[src/hw/smw_pkg.sv]
package smw_pkg;

  // ==========================================
  // wait modes
  localparam logic [1:0] WAIT_OFF    = 2'h0;
  localparam logic [1:0] WAIT_FROZEN = 2'h2;
  localparam logic [1:0] WAIT_READY  = 2'h3;

  // ==========================================
  // widths
  localparam int unsigned CW = 7;
  localparam int unsigned FW = 4;

  // ==========================================
  // slow-clock waveform set, in cycles
  localparam logic [6:0] SLOW_RD_SETUP    = 7'h01;
  localparam logic [6:0] SLOW_RD_PULSE    = 7'h01;
  localparam logic [6:0] SLOW_CS_RD_SETUP = 7'h00;
  localparam logic [6:0] SLOW_CS_RD_PULSE = 7'h02;
  localparam logic [6:0] SLOW_RD_CYCLE    = 7'h02;
  localparam logic [6:0] SLOW_WR_SETUP    = 7'h01;
  localparam logic [6:0] SLOW_WR_PULSE    = 7'h01;
  localparam logic [6:0] SLOW_CS_WR_SETUP = 7'h00;
  localparam logic [6:0] SLOW_CS_WR_PULSE = 7'h03;
  localparam logic [6:0] SLOW_WR_CYCLE    = 7'h03;

  typedef enum logic [2:0] {
    ST_IDLE,
    ST_RELOAD,
    ST_ACCESS,
    ST_SUSPEND,
    ST_FLOAT
  } smw_state_t;

  // ==========================================
  // timing set for one access (strobe, chip select, total)
  typedef struct packed {
    logic [6:0] st_setup;
    logic [6:0] st_pulse;
    logic [6:0] cs_setup;
    logic [6:0] cs_pulse;
    logic [6:0] cycle;
  } smw_timing_t;

  typedef struct packed {
    smw_state_t  state;
    smw_timing_t tim;
    logic        write;
    logic        strobe_ctl;
    logic [1:0]  wmode;
    logic [3:0]  float_cyc;
    logic [6:0]  cnt;
    logic [3:0]  fcnt;
    logic        slow_used;
    logic        rd_strobe_n;
    logic        wr_strobe_n;
    logic        chip_sel_n;
    logic        done;
    logic        wait_s1;
    logic        wait_s2;
    logic        slow_s1;
    logic        slow_s2;
  } smw_regs_t;

endpackage

[src/hw/smw_wait_ext.sv]
// Operation
// - with float optimization off, float wait cycles follow a read before next access.
// - no float wait cycles added when read hold already covers the float period.
// - wait input used only in frozen or ready mode; mode off ignores it.
// - wait stretches access relative to the controlling strobe chosen by mode bits.
// - wait input sampled only during the controlling strobe's pulse phase.
// - frozen mode: synchronized low halts counters and holds all control outputs.
// - frozen mode: release resumes from exactly the stopped counter state.
// - ready mode: wait checked only in last cycle of the pulse phase.
// - ready mode: asserted at check suspends; after release, hold phase then completion.
// - ready mode: wait released early or asserted late leaves access length unchanged.
// - slow-clock indication selects fixed waveforms on every chip select.
// - slow read: strobe setup 1 pulse 1, cs setup 0 pulse 2, cycle 2.
// - slow write: strobe setup 1 pulse 1, cs setup 0 pulse 3, cycle 3.
// - transfer started in slow-clock mode finishes with the slow set.
// - slow-clock mode change inserts one reload wait cycle after current transfer.
// - float cycle count gives 0 to 15 float wait cycles.
// - float counted from strobe rise if strobe-controlled, else chip select rise.
module smw_wait_ext (
  input  wire logic                clk,
  input  wire logic                rst,
  input  wire logic                start,
  input  wire logic                start_write,
  input  wire smw_pkg::smw_timing_t prog_rd,
  input  wire smw_pkg::smw_timing_t prog_wr,
  input  wire logic                rd_ctl_strobe,
  input  wire logic                wr_ctl_strobe,
  input  wire logic [1:0]          ext_wait_mode,
  input  wire logic [3:0]          float_cycles,
  input  wire logic                float_opt_en,
  input  wire logic                slow_clock_mode,
  input  wire logic                ext_wait_n,
  output logic                     busy,
  output logic                     done,
  output logic                     rd_strobe_n,
  output logic                     wr_strobe_n,
  output logic                     chip_sel_n
);

  // ==========================================
  // sequencer
  smw_pkg::smw_regs_t s_reg;
  smw_pkg::smw_regs_t s_next;

  // only the second synchronizer stage is read by logic
  wire logic wait_low = ~s_reg.wait_s2;

  logic [6:0] st_end;
  logic [6:0] cs_end;
  logic [6:0] ctl_setup;
  logic [6:0] ctl_end;
  logic [6:0] ctl_hold;
  logic       in_pulse;
  logic       last_pulse;
  logic       waiting;
  logic [4:0] float_need;

  always_comb begin
    st_end     = 7'(s_reg.tim.st_setup + s_reg.tim.st_pulse);
    cs_end     = 7'(s_reg.tim.cs_setup + s_reg.tim.cs_pulse);
    // controlling strobe per read/write mode
    ctl_setup  = s_reg.strobe_ctl ? s_reg.tim.st_setup : s_reg.tim.cs_setup;
    ctl_end    = s_reg.strobe_ctl ? st_end : cs_end;
    ctl_hold   = 7'(s_reg.tim.cycle - ctl_end);
    in_pulse   = (s_reg.cnt >= ctl_setup) && (s_reg.cnt < ctl_end);
    last_pulse = (s_reg.cnt == 7'(ctl_end - 7'h01));
    // mode off never looks at the wait input
    waiting    = (s_reg.state == smw_pkg::ST_ACCESS) && wait_low && !s_reg.slow_used &&
                 (((s_reg.wmode == smw_pkg::WAIT_FROZEN) && in_pulse) ||
                  ((s_reg.wmode == smw_pkg::WAIT_READY) && last_pulse));
    // float period minus what the hold phase already covers
    float_need = (7'(s_reg.float_cyc) > ctl_hold) ? 5'(7'(s_reg.float_cyc) - ctl_hold) : 5'h00;

    s_next      = s_reg;
    s_next.done = 1'b0;
    case (s_reg.state)
      smw_pkg::ST_IDLE: begin
        if (s_reg.slow_s2 != s_reg.slow_used) begin
          s_next.state = smw_pkg::ST_RELOAD;
        end else if (start) begin
          s_next.state      = smw_pkg::ST_ACCESS;
          s_next.write      = start_write;
          s_next.strobe_ctl = start_write ? wr_ctl_strobe : rd_ctl_strobe;
          s_next.wmode      = ext_wait_mode;
          s_next.float_cyc  = float_opt_en ? 4'h0 : float_cycles;
          s_next.cnt        = 7'h00;
          if (s_reg.slow_used) begin
            s_next.tim = start_write ?
              {smw_pkg::SLOW_WR_SETUP, smw_pkg::SLOW_WR_PULSE, smw_pkg::SLOW_CS_WR_SETUP,
               smw_pkg::SLOW_CS_WR_PULSE, smw_pkg::SLOW_WR_CYCLE} :
              {smw_pkg::SLOW_RD_SETUP, smw_pkg::SLOW_RD_PULSE, smw_pkg::SLOW_CS_RD_SETUP,
               smw_pkg::SLOW_CS_RD_PULSE, smw_pkg::SLOW_RD_CYCLE};
          end else begin
            s_next.tim = start_write ? prog_wr : prog_rd;
          end
        end
      end
      smw_pkg::ST_RELOAD: begin
        // one cycle to reload configuration; slow set latched only here
        s_next.slow_used = s_reg.slow_s2;
        s_next.state     = smw_pkg::ST_IDLE;
      end
      smw_pkg::ST_ACCESS: begin
        if (waiting && s_reg.wmode == smw_pkg::WAIT_FROZEN) begin
          s_next = s_reg;
          s_next.done = 1'b0;
        end else if (waiting) begin
          s_next.state = smw_pkg::ST_SUSPEND;
        end else if (s_reg.cnt >= 7'(s_reg.tim.cycle - 7'h01)) begin
          if (!s_reg.write && float_need != 5'h00) begin
            s_next.state = smw_pkg::ST_FLOAT;
            s_next.fcnt  = 4'(float_need - 5'h01);
          end else begin
            s_next.state = smw_pkg::ST_IDLE;
            s_next.done  = 1'b1;
          end
        end else begin
          s_next.cnt = 7'(s_reg.cnt + 7'h01);
        end
      end
      smw_pkg::ST_SUSPEND: begin
        // outputs hold pulse level; hold phase runs after release
        if (!wait_low) begin
          s_next.state = smw_pkg::ST_ACCESS;
          s_next.cnt   = 7'(s_reg.cnt + 7'h01);
        end
      end
      smw_pkg::ST_FLOAT: begin
        if (s_reg.fcnt == 4'h0) begin
          s_next.state = smw_pkg::ST_IDLE;
          s_next.done  = 1'b1;
        end else begin
          s_next.fcnt = 4'(s_reg.fcnt - 4'h1);
        end
      end
      default: s_next.state = smw_pkg::ST_IDLE;
    endcase

    // strobe levels follow next counter; frozen keeps all outputs
    s_next.rd_strobe_n = 1'b1;
    s_next.wr_strobe_n = 1'b1;
    s_next.chip_sel_n  = 1'b1;
    if (s_next.state == smw_pkg::ST_ACCESS || s_next.state == smw_pkg::ST_SUSPEND) begin
      s_next.chip_sel_n = !((s_next.cnt >= s_next.tim.cs_setup) &&
                            (s_next.cnt < 7'(s_next.tim.cs_setup + s_next.tim.cs_pulse)));
      if (s_next.write) begin
        s_next.wr_strobe_n = !((s_next.cnt >= s_next.tim.st_setup) &&
                               (s_next.cnt < 7'(s_next.tim.st_setup + s_next.tim.st_pulse)));
      end else begin
        s_next.rd_strobe_n = !((s_next.cnt >= s_next.tim.st_setup) &&
                               (s_next.cnt < 7'(s_next.tim.st_setup + s_next.tim.st_pulse)));
      end
    end

    // synchronizer keeps running even while an access is frozen
    s_next.wait_s1 = ext_wait_n;
    s_next.wait_s2 = s_reg.wait_s1;
    s_next.slow_s1 = slow_clock_mode;
    s_next.slow_s2 = s_reg.slow_s1;
  end

  always_ff @(posedge clk) begin
    if (rst) begin
      s_reg             <= '0;
      s_reg.wait_s1     <= 1'b1;
      s_reg.wait_s2     <= 1'b1;
      s_reg.state       <= smw_pkg::ST_IDLE;
      s_reg.rd_strobe_n <= 1'b1;
      s_reg.wr_strobe_n <= 1'b1;
      s_reg.chip_sel_n  <= 1'b1;
    end else begin
      s_reg <= s_next;
    end
  end

  assign busy        = (s_reg.state != smw_pkg::ST_IDLE);
  assign done        = s_reg.done;
  assign rd_strobe_n = s_reg.rd_strobe_n;
  assign wr_strobe_n = s_reg.wr_strobe_n;
  assign chip_sel_n  = s_reg.chip_sel_n;
endmodule

[config.mk]
export PLATFORM = sky130hd
export DESIGN_NAME = smw_wait_ext
export DESIGN_NICKNAME = d
export VERILOG_FILES = /design/src/hw/smw_pkg.sv /design/src/hw/smw_wait_ext.sv
export SDC_FILE = /design/constraint.sdc
export NUM_CORES = 1
export LEC_CHECK = 0
export BUFFER_PORTS_ARGS = -buffer_cell sky130_fd_sc_hd__clkbuf_2
export CAP_MARGIN = 20
export CORE_MARGIN = 8
export CORE_UTILIZATION = 40
export DETAILED_ROUTE_END_ITERATION = 7
export SLEW_MARGIN = 20
export SYNTH_ARGS = -nofsm -noshare
export SYNTH_HDL_FRONTEND = slang
export SYNTH_SLANG_ARGS = --single-unit
[constraint.sdc]
create_clock -name clk -period 6.5 [get_ports clk]
set_input_delay 0.65 -clock clk [delete_from_list [all_inputs] [get_ports clk]]
set_output_delay 0.65 -clock clk [all_outputs]
set_load 0.02 [all_outputs]
==> impl_metrics.toml, run 1 <==
[run_status]
outcome = "complete, no violations"

[synth]
synth_adder_area_share_pct = 19.6
synth_xor_area_share_pct = 6.10
post_synth_edffs = 0
synth_largest_type_area_fraction_pct = 21.4
ys_types = 61
mappedNetlistNets = 925
synth_top_cells_by_area = "sky130_fd_sc_hd__dfxtp_1, sky130_fd_sc_hd__ha_1, sky130_fd_sc_hd__mux2i_1"
ys_async_sr_fraction_pct = 0
ys_seq_area_share_pct = 21.4
post_synth_design_cell_area_um2 = 6180
yosys.area.top_type = "sky130_fd_sc_hd__dfxtp_1"
dominantRegCellSynth = "sky130_fd_sc_hd__dfxtp_1"
synth_simple_gate_area_share_pct = 19.3
postSynthCellCount = 747
synth_compound_area_share_pct = 20.0
ys_seq_elements = 66
synth_area_per_cell_um2 = 8.27
main_combinational_cell_family_by_area_after_synthesis = "compound AO/OA/AOI/OAI gates"
synth.area.mux_share_pct = 8.99
number_of_warning_messages_in_the_yosys_log = 0

[sta]
fmaxAchievable_mhz = 175
grt_setup_unrepaired = "no"
final_setup_violation_count = 0
finalMaxSlewViolations = 0
timing_hold_violations_final = 0
final.period_utilization_pct = 87.7
worstMarginPinSlew_ns = 0.729
timing.slew.headroom_pct = 51.4
tns_ns = 0
min_period_ns = 5.70
worst_clock_skew_ns = 0.0122

[layout]
layout-drive-gt1-share_pct = 15.8
mostFrequentLayoutCell = "sky130_fd_sc_hd__clkbuf_2"
largest_register_ffs = 60
finish.instance_area_um2 = 7100
fillerInstances = 1521
utilization_pct = 46.9
final_cells = 1018
layout.cells.most_common_list = "sky130_fd_sc_hd__clkbuf_2, sky130_fd_sc_hd__ha_1, sky130_fd_sc_hd__a21oi_1, sky130_fd_sc_hd__dfxtp_1, sky130_fd_sc_hd__nor2_1"
ff_latch_area_um2 = 1320
area_of_the_multi_input_gates_um2 = 4570
inserted_diodes = 0
nets = 1003
area.growth.synth_to_final_pct = 14.9

[setup_path]
reg2reg_to = "wr_strobe_n"
timing.critical_path.required_ns = 6.74
critPathSlowestCell = "sky130_fd_sc_hd__nor4_2"
critical_path.startpoint_type = "flop"
cp_max_fo = 7
most_frequent_cell_on_the_critical_path = "sky130_fd_sc_hd__ha_1"
crit_chain = "ha_1 > inv_1 > fa_1 > nor2b_1 > o221ai_2 > mux2i_1 > nor4_2 > inv_1 > ha_1 > a2111oi_0 > and3_1 > a41o_4 > or2_2 > o21ai_1 > a31oi_1 > ha_1 > a21oi_1 > nor2b_1 > o21ai_0 > o21ai_0 > or3_1 > a311oi_2 > nand2b_1"
critPathLaunch = "s_reg[56]"
critical_path.max_stage_delay_ns = 0.53
setup.reg_to_reg.worst_slack_ns = 0.80
worstSetupPathType = "reg2reg"
timing.critical_path.buf_inv = 2
cp_top_family = "compound AO/OA/AOI/OAI gates"
timing.rr.start = "s_reg[56]"
endpoint = "wr_strobe_n"
path_depth = 23
end_kind = "flop"
depth_of_the_worst_register_to_register_path = 23
critical_path_arrival_ns = 5.94

[route]
routedWlPerCell_um = 17.2
drt-pass1-iter-count = 4
finalWirelength_um = 17500
drt-initial-drc-count = 267
detail-route-antenna-nets = 0
vias = 5569
routed_via_density = 5.47
drc = 0

[clock_tree]
number_of_buffers_created_by_cts = 9
post_cts.resized_instances = 0
clk_transition_reported_paths_ns = 0.06
clock_path_buffers = 2
postCtsHoldBufs = 0
cts_setup_buffers = 0
clock-sinks = 66
total_number_of_h_tree_levels = 3
clk_latency_ns = 0.35
cts_root_buf = "sky130_fd_sc_hd__clkbuf_16"
tritoncts = "built"

[power]
power.density_nw_per_um2 = 561
static_leak_nw = 3.39
worst_ir_drop_vdd_uv = 198
power_mw = 3.98

[place]
dpl_hpwl_um = 14000
io_buffer_count = 89
inst_count_dp = 1002
globalplace.congestion = 0.890
place_area_um2 = 6810

[grt]
vias_in_the_first_global_route = 5511
gr-total-overflow = 0
grt_first_pass_wirelength_um = 28100
grt_util_all_layers_pct = 18.0
largest_net_degree_at_the_start_of_global_routing = 64
grt_antenna_before_repair = 0

[floorplanning]
design.core.area_um2 = 15100
io_pins = 90
die_h_um = 140
rows = 45
die_x_um = 140
start_util_pct = 40.8
design.die.area_um2 = 19700

[job]
reported_max_cap_violation_count = 0

[worst_hold_path]
hp-class = "reg2reg"
## worst register-to-register path: cells and delay by family, from the launching register on
family	cells	cell delay (ns)
adders and majority gates	4	1.26
buffers and inverters	2	0.16
muxes	1	0.15
and+or+nand+nor	7	1.64
DFF	1	0.35
AOI/OAI and AO/OA	9	2.04
## per-layer routing
| layer | part of all wire [%] | up-vias | track usage (%) |
|---|---|---|---|
| met4 | 1.6 | 0 | 5.03 |
| li1 | - | 2853 | - |
| met5 | 0 | - | 0 |
| met3 | 5.1 | 19 | 4.45 |
| met1 | 46 | 2576 | 21.5 |
| met2 | 48 | 121 | 31.1 |
## cells by family after synthesis
logic type / Yosys count
muxes: 55
and+or+nand+nor: 227
buffers and inverters: 76
DFF: 66
adders and majority gates: 93
xor gates and xnor gates: 43
AOI/OAI and AO/OA: 187
## worst min-delay path by stage
stage                     to  cells past startpoint      start
finish              s_reg[2]                      1  s_next[2]
global route        s_reg[2]                      1  s_next[2]
CTS                 s_reg[2]                      1  s_next[2]
detailed placement  s_reg[2]                      1  s_next[2]
global placement    s_reg[2]                      1  s_next[2]
floorplan           s_reg[2]                      1  s_next[2]
## synth_stat cells, types with 6 or more instances
master and number:
sky130_fd_sc_hd__ha_1 87, sky130_fd_sc_hd__a21oi_1 67, sky130_fd_sc_hd__dfxtp_1 66, sky130_fd_sc_hd__nor2_1 62, sky130_fd_sc_hd__mux2i_1 51, sky130_fd_sc_hd__inv_1 46, sky130_fd_sc_hd__nand2_1 31, sky130_fd_sc_hd__nor3_1 29
sky130_fd_sc_hd__xnor2_1 29, sky130_fd_sc_hd__clkbuf_1 26, sky130_fd_sc_hd__nor2b_1 26, sky130_fd_sc_hd__a21o_1 24, sky130_fd_sc_hd__o21ai_0 20, sky130_fd_sc_hd__nand2b_1 16, sky130_fd_sc_hd__nand3_1 14, sky130_fd_sc_hd__xor2_1 14
sky130_fd_sc_hd__o31ai_1 13, sky130_fd_sc_hd__nor3b_1 11, sky130_fd_sc_hd__a211oi_1 9, sky130_fd_sc_hd__a31oi_1 8, sky130_fd_sc_hd__o21bai_1 8, sky130_fd_sc_hd__or2_2 7, sky130_fd_sc_hd__fa_1 6
## final cells by class
type,count,share of cell area (%)
clock buffers,11,3.56
clock inverters,5,0.511
inverters,46,2.43
multi-input cells,605,64.4
flip-flops and latches,66,18.6
repair buffers,97,7.12
well taps,188,3.31
## where the power goes
part	internal (mW)	switching [mW]	total [mW]
Combinational	1.25	1.60	2.85
Clock	0.280	0.200	0.479
Sequential	0.518	0.138	0.656
Total	2.05	1.93	3.98
## stage by stage
step	setup WS, ns	hold slack, ns
after global routing	0.262	0.418
after global placement	1.10	0.394
after detailed placement	0.829	0.399
after floorplan	1.45	0.389
final	0.797	0.405
after CTS	0.793	0.411
Power figures use the tool's default switching activity.
==> inputs of run 2 (changes only) <==
--- a/config.mk
+++ b/config.mk
@@ -10,6 +10,7 @@
 export CORE_MARGIN = 8
 export CORE_UTILIZATION = 40
 export DETAILED_ROUTE_END_ITERATION = 7
+export REMOVE_ABC_BUFFERS = 1
 export SLEW_MARGIN = 20
 export SYNTH_ARGS = -nofsm -noshare
 export SYNTH_HDL_FRONTEND = slang
==> run 2 against run 1 <==
Largest cell class unchanged; worst setup slack gained 0.17 ns; die area did not move; sequential share of layout area is essentially flat; critical endpoint is now rd_strobe_n; clock skew fell by 0.0067 ns; combinational power is 2% lower; hold slack better by 0.0032 ns.
==> impl_metrics.toml, run 2 (synthesis gave the netlist of run 1 again) <==
[grt]
grt_first_pass_wirelength_um = 27700
global_route.usage.met2_pct = 29.3
gr-total-overflow = 0
grt_most_used_layer = "met2"
largest_net_degree_at_the_start_of_global_routing = 64
grt_use_met1_pct = 21.8
use_met3_pct = 4.18
grt_antenna_before_repair = 0
vias_in_the_first_global_route = 5449
grt_util_all_layers_pct = 17.5

[power]
power.density_nw_per_um2 = 558
worst_ir_drop_vdd_uv = 209
static_leak_nw = 3.40

[layout]
mostFrequentLayoutCell = "sky130_fd_sc_hd__clkbuf_2"
utilization_pct = 47.0
inserted_diodes = 0
largest_register_ffs = 60
finish.instance_area_um2 = 7110
fillerInstances = 1540
nets = 1001
layout-drive-gt1-share_pct = 15.6
layout.cells.most_common_list = "sky130_fd_sc_hd__clkbuf_2, sky130_fd_sc_hd__ha_1, sky130_fd_sc_hd__a21oi_1, sky130_fd_sc_hd__dfxtp_1, sky130_fd_sc_hd__nor2_1"
area.growth.synth_to_final_pct = 15.2

[clock_tree]
total_number_of_h_tree_levels = 3
postCtsHoldBufs = 0
clock_path_buffers = 2
post_cts.resized_instances = 0
tritoncts = "built"
clk_latency_ns = 0.34
clk_transition_reported_paths_ns = 0.06
number_of_buffers_created_by_cts = 9
clock-sinks = 66
cts_root_buf = "sky130_fd_sc_hd__clkbuf_16"
cts_setup_buffers = 0

[floorplanning]
io_pins = 90
die_h_um = 140
design.core.area_um2 = 15100
rows = 45
start_util_pct = 40.8
die_x_um = 140
design.die.area_um2 = 19700

[setup_path]
setup.reg_to_reg.worst_slack_ns = 0.97
timing.critical_path.required_ns = 6.73
critical_path_arrival_ns = 5.76
worstSetupPathType = "reg2reg"
end_kind = "flop"
cp_max_fo = 7
critical_path.startpoint_type = "flop"

[job]
reported_max_cap_violation_count = 0

[route]
routedWlPerCell_um = 16.2
detail-route-antenna-nets = 0
drt-initial-drc-count = 280
vias = 5458
drt-pass1-iter-count = 4
drc = 0
routed_via_density = 5.37
finalWirelength_um = 16500

[sta]
fin_ws_ns = 0.966
fmaxAchievable_mhz = 181
finalMaxSlewViolations = 0
worst_clock_skew_ns = 0.00556
timing.slew.headroom_pct = 53.2
timing_hold_violations_final = 0
tns_ns = 0
grt_setup_unrepaired = "no"
final_setup_violation_count = 0
worstMarginPinSlew_ns = 0.694
final.period_utilization_pct = 85.1
min_period_ns = 5.53

[place]
pre_cts_slack_ns = 1.03
globalplace.congestion = 0.881
dpl_hpwl_um = 13200
place_area_um2 = 6810
io_buffer_count = 89

[run_status]
outcome = "complete, no violations"

[worst_hold_path]
hp-class = "reg2reg"
run 2: cell count changes in the layout (fill, tap and decap cells not counted):
cell                         previous run  this run
sky130_fd_sc_hd__dfxtp_2                0         1
sky130_fd_sc_hd__inv_6                  1         0
sky130_fd_sc_hd__buf_4                  8         5
sky130_fd_sc_hd__dfxtp_1               66        65
sky130_fd_sc_hd__bufinv_16              0         1
sky130_fd_sc_hd__clkinvlp_4             3         2
sky130_fd_sc_hd__clkbuf_1               0         1
sky130_fd_sc_hd__buf_12                 0         1
run 2: layout make-up:
class	count	area (µm²)	area share (%)
clock inverter	4	50.0	0.704
timing repair buffer	95	503	7.07
inverter	46	173	2.43
multi-input combinational	605	4570	64.3
tap	188	235	3.31
clock buffer	12	256	3.61
sequential	66	1320	18.6
run 2: path summary, 6_finish.rpt:
kind / end / start / cells past startpoint
worst max-delay path: rd_strobe_n / s_reg[56] / 23
worst min-delay path: s_reg[2] / s_next[2] / 1
worst max register to register: rd_strobe_n / s_reg[56] / 23
worst min register to register: s_reg[2] / s_next[2] / 1
run 2: power breakdown:
group | total (mW) | internal, mW | switching, mW
registers | 0.664 | 0.519 | 0.146
clock network | 0.505 | 0.317 | 0.187
logic | 2.80 | 1.26 | 1.55
run 2: metrics by stage:
| stage | hold WS [ns] | power [mW] | std cells |
|---|---|---|---|
| 6_report | 0.408 | 3.97 | 1016 |
| 5_1_grt | 0.419 | 4.44 | 1016 |
| 4_1_cts | 0.412 | 4.00 | 1016 |
| 3_5_place_dp | 0.399 | 3.47 | 1000 |
| 3_3_place_gp | 0.397 | 3.45 | 1000 |
| 2_1_floorplan | 0.389 | 2.80 | 717 |
run 2: per-layer routing:
layer / vias to the layer above / routed length [µm] / share of wire [%]
met5: - / 0 / 0
met3: 15 / 653 / 4.0
met4: 0 / 304 / 1.8
met1: 2489 / 7870 / 48
met2: 98 / 7640 / 46
li1: 2856 / - / -
run 2: worst max-delay path, stage by stage, from the launching register on:
cell and delay [ns]:
sky130_fd_sc_hd__dfxtp_1 0.40, sky130_fd_sc_hd__ha_1 0.20, sky130_fd_sc_hd__inv_1 0.05, sky130_fd_sc_hd__fa_1 0.39
sky130_fd_sc_hd__nor2b_1 0.20, sky130_fd_sc_hd__o221ai_2 0.13, sky130_fd_sc_hd__mux2i_1 0.15, sky130_fd_sc_hd__nor4_2 0.52
sky130_fd_sc_hd__inv_1 0.09, sky130_fd_sc_hd__ha_1 0.31, sky130_fd_sc_hd__a2111oi_0 0.08, sky130_fd_sc_hd__and3_1 0.22
sky130_fd_sc_hd__a41o_4 0.30, sky130_fd_sc_hd__o31ai_4 0.32, sky130_fd_sc_hd__a21oi_1 0.14, sky130_fd_sc_hd__a31oi_1 0.44
sky130_fd_sc_hd__ha_1 0.34, sky130_fd_sc_hd__a21oi_1 0.13, sky130_fd_sc_hd__nor2b_1 0.06, sky130_fd_sc_hd__o21ai_0 0.14
sky130_fd_sc_hd__o21ai_0 0.10, sky130_fd_sc_hd__or3_1 0.32, sky130_fd_sc_hd__a311oi_2 0.30, sky130_fd_sc_hd__nand2_1 0.08
==> inputs of run 3 (changes only) <==
--- a/config.mk
+++ b/config.mk
@@ -5,6 +5,7 @@
 export SDC_FILE = /design/constraint.sdc
 export NUM_CORES = 1
 export LEC_CHECK = 0
+export ABC_AREA = 1
 export BUFFER_PORTS_ARGS = -buffer_cell sky130_fd_sc_hd__clkbuf_2
 export CAP_MARGIN = 20
 export CORE_MARGIN = 8
==> constraint.sdc (replaced) <==
create_clock -name clk -period 6.5 [get_ports clk]
set_input_delay 0.65 -clock clk [delete_from_list [all_inputs] [get_ports clk]]
set_output_delay 0.65 -clock clk [all_outputs]
set_load 0.01 [all_outputs]
==> run 3 against run 2 <==
Clock power fell by 6.5%; maximum frequency rose by 9.9%; hold slack got worse by 0.0052 ns; via count rose by 11%; largest power group unchanged.
==> impl_metrics.toml, run 3 <==
[place]
inst_count_dp = 1188
pre_cts_slack_ns = 1.46
place_area_um2 = 6910
dpl_hpwl_um = 14100
globalplace.congestion = 0.839
io_buffer_count = 89

[route]
routedWlPerCell_um = 14.8
vias = 6066
finalWirelength_um = 17800
drc = 0
drt-initial-drc-count = 299
detail-route-antenna-nets = 0
routed_via_density = 5.04
drt-pass1-iter-count = 5

[synth]
dominantRegCellSynth = "sky130_fd_sc_hd__dfxtp_1"
synth_largest_type_area_fraction_pct = 21.1
post_synth_design_cell_area_um2 = 6250
synth_xor_area_share_pct = 5.18
synth_compound_area_share_pct = 19.0
ys_types = 49
main_combinational_cell_family_by_area_after_synthesis = "simple AND/OR/NAND/NOR gates"
post_synth_edffs = 0
synth_common_cells = "sky130_fd_sc_hd__nand2_1, sky130_fd_sc_hd__inv_1, sky130_fd_sc_hd__ha_1, sky130_fd_sc_hd__nor2_1, sky130_fd_sc_hd__o21ai_0"
postSynthCellCount = 907
ys_seq_elements = 66
yosys.area.top_type = "sky130_fd_sc_hd__dfxtp_1"
synth_top_cells_by_area = "sky130_fd_sc_hd__dfxtp_1, sky130_fd_sc_hd__ha_1, sky130_fd_sc_hd__nand2_1"
ys_seq_area_share_pct = 21.1
number_of_warning_messages_in_the_yosys_log = 0
synthMostInstantiatedCell = "sky130_fd_sc_hd__nand2_1"
synth_adder_area_share_pct = 19.3
synth.area.mux_share_pct = 0.641
synth_simple_gate_area_share_pct = 25.3
synth_area_per_cell_um2 = 6.89
ys_async_sr_fraction_pct = 0

[layout]
nets = 1166
inserted_diodes = 0
largest_register_ffs = 60
layout.cells.most_common_list = "sky130_fd_sc_hd__nand2_1, sky130_fd_sc_hd__inv_1, sky130_fd_sc_hd__clkbuf_2, sky130_fd_sc_hd__ha_1, sky130_fd_sc_hd__nor2_1"
utilization_pct = 47.1
mostFrequentLayoutCell = "sky130_fd_sc_hd__nand2_1"
layout-drive-gt1-share_pct = 14.9
area.growth.synth_to_final_pct = 15.1
final_cells = 1204
finish.instance_area_um2 = 7190

[setup_path]
reg2reg_to = "rd_strobe_n"
critical_path.max_stage_delay_ns = 0.39
path_depth = 32
timing.rr.start = "s_reg[56]"
most_frequent_cell_on_the_critical_path = "sky130_fd_sc_hd__o21a_1"
timing.critical_path.buf_inv = 4
timing.critical_path.required_ns = 6.79
depth_of_the_worst_register_to_register_path = 32
end_kind = "flop"
setup.reg_to_reg.worst_slack_ns = 1.46
critPathSlowestCell = "sky130_fd_sc_hd__fa_1"
cp_top_family = "compound AO/OA/AOI/OAI gates"
cp_max_fo = 8
critical_path.startpoint_type = "flop"
critical_path_arrival_ns = 5.32
worstSetupPathType = "reg2reg"

[power]
p_comb_share_pct = 70.8
power_frac_seq_pct = 16.9
static_leak_nw = 3.71
pwr-share-clk_pct = 12.3
power_mw = 3.85
worst_ir_drop_vdd_uv = 238
power.density_nw_per_um2 = 535
p_sw_share_pct = 51.8
internal_power_mw = 1.85
power_switching_mw = 1.99

[sta]
final_setup_violation_count = 0
finalMaxSlewViolations = 0
min_period_ns = 5.04
timing.slew.headroom_pct = 46.6
fin_ws_ns = 1.46
final.period_utilization_pct = 77.5
fmaxAchievable_mhz = 199
fin_worst_hold_slack_ns = 0.403
timing_hold_violations_final = 0
worstMarginPinSlew_ns = 0.801
tns_ns = 0
worst_clock_skew_ns = 0.00694
grt_setup_unrepaired = "no"

[grt]
grt_first_pass_wirelength_um = 29800
grt_util_all_layers_pct = 18.5
largest_net_degree_at_the_start_of_global_routing = 53
vias_in_the_first_global_route = 6018
grt_antenna_before_repair = 0
gr-total-overflow = 0

[worst_hold_path]
holdPathEnd = "s_reg[0]"
hp-class = "reg2reg"
origin_of_the_worst_min_delay_path = "s_next[0]"
hold-path-cell-count = 2

[floorplanning]
design.die.area_um2 = 19900
io_pins = 90
die_h_um = 141
die_x_um = 141
rows = 45
start_util_pct = 41.0
design.core.area_um2 = 15300

[clock_tree]
clock_path_buffers = 2
cts_root_buf = "sky130_fd_sc_hd__clkbuf_16"
clk_transition_reported_paths_ns = 0.06
clock-sinks = 66
clk_latency_ns = 0.34
tritoncts = "built"
post_cts.resized_instances = 0
postCtsHoldBufs = 0
total_number_of_h_tree_levels = 3
number_of_buffers_created_by_cts = 9
cts_setup_buffers = 0

[run_status]
outcome = "complete, no violations"

[job]
reported_max_cap_violation_count = 0
==> run 3: worst max-delay path by stage <==
stage	startpoint	endpoint	slack, ns
2_1_floorplan	s_reg[56]	rd_strobe_n	1.95
3_3_place_gp	s_reg[56]	wr_strobe_n	1.53
3_5_place_dp	s_reg[56]	rd_strobe_n	1.46
4_1_cts	s_reg[56]	rd_strobe_n	1.46
5_1_grt	s_reg[56]	rd_strobe_n	0.97
6_report	s_reg[56]	rd_strobe_n	1.46
==> run 3: cell families (layout without fill, tap and decap cells) <==
logic type	after synthesis	count (layout)
AO/OA/AOI/OAI	198	198
XOR/XNOR	37	37
adder cells (fa/ha/maj)	93	93
buffers and inverters	152	238
flip-flops	66	66
multiplexers	4	4
AND/OR/NAND/NOR	357	357
==> run 3: power groups by stage <==
stage | registers [mW] | clock network, mW | logic, mW
3_3_place_gp | 0.654 | 0 | 2.71
2_1_floorplan | 0.607 | 0 | 2.09
6_report | 0.649 | 0.472 | 2.72
3_5_place_dp | 0.655 | 0 | 2.73
4_1_cts | 0.648 | 0.484 | 2.75
5_1_grt | 0.667 | 0.497 | 3.17
==> run 3: layer usage <==
metal | track usage, % | part of all wire, %
met1 | 22.8 | 47
met2 | 32.3 | 47
met3 | 3.58 | 3.9
met4 | 4.86 | 1.2
met5 | 0 | 0
==> run 3: final cells by class <==
cell class              count  area, µm²
clock buffers              11        243
clock inverters             5       38.8
fillers                  1585       8070
flip-flops and latches     66       1320
multi-input cells         689       4340
inverters                 126        483
well taps                 211        264
repair buffers             96        498
==> run 3: worst reg2reg max path: cells and delay by family (launching register included) <==
kind	cells	cell delay, ns
buffers and inverters	4	0.31
and+or+nand+nor	9	0.95
AOI/OAI and AO/OA	15	2.23
DFF	1	0.33
adders and majority gates	4	1.18
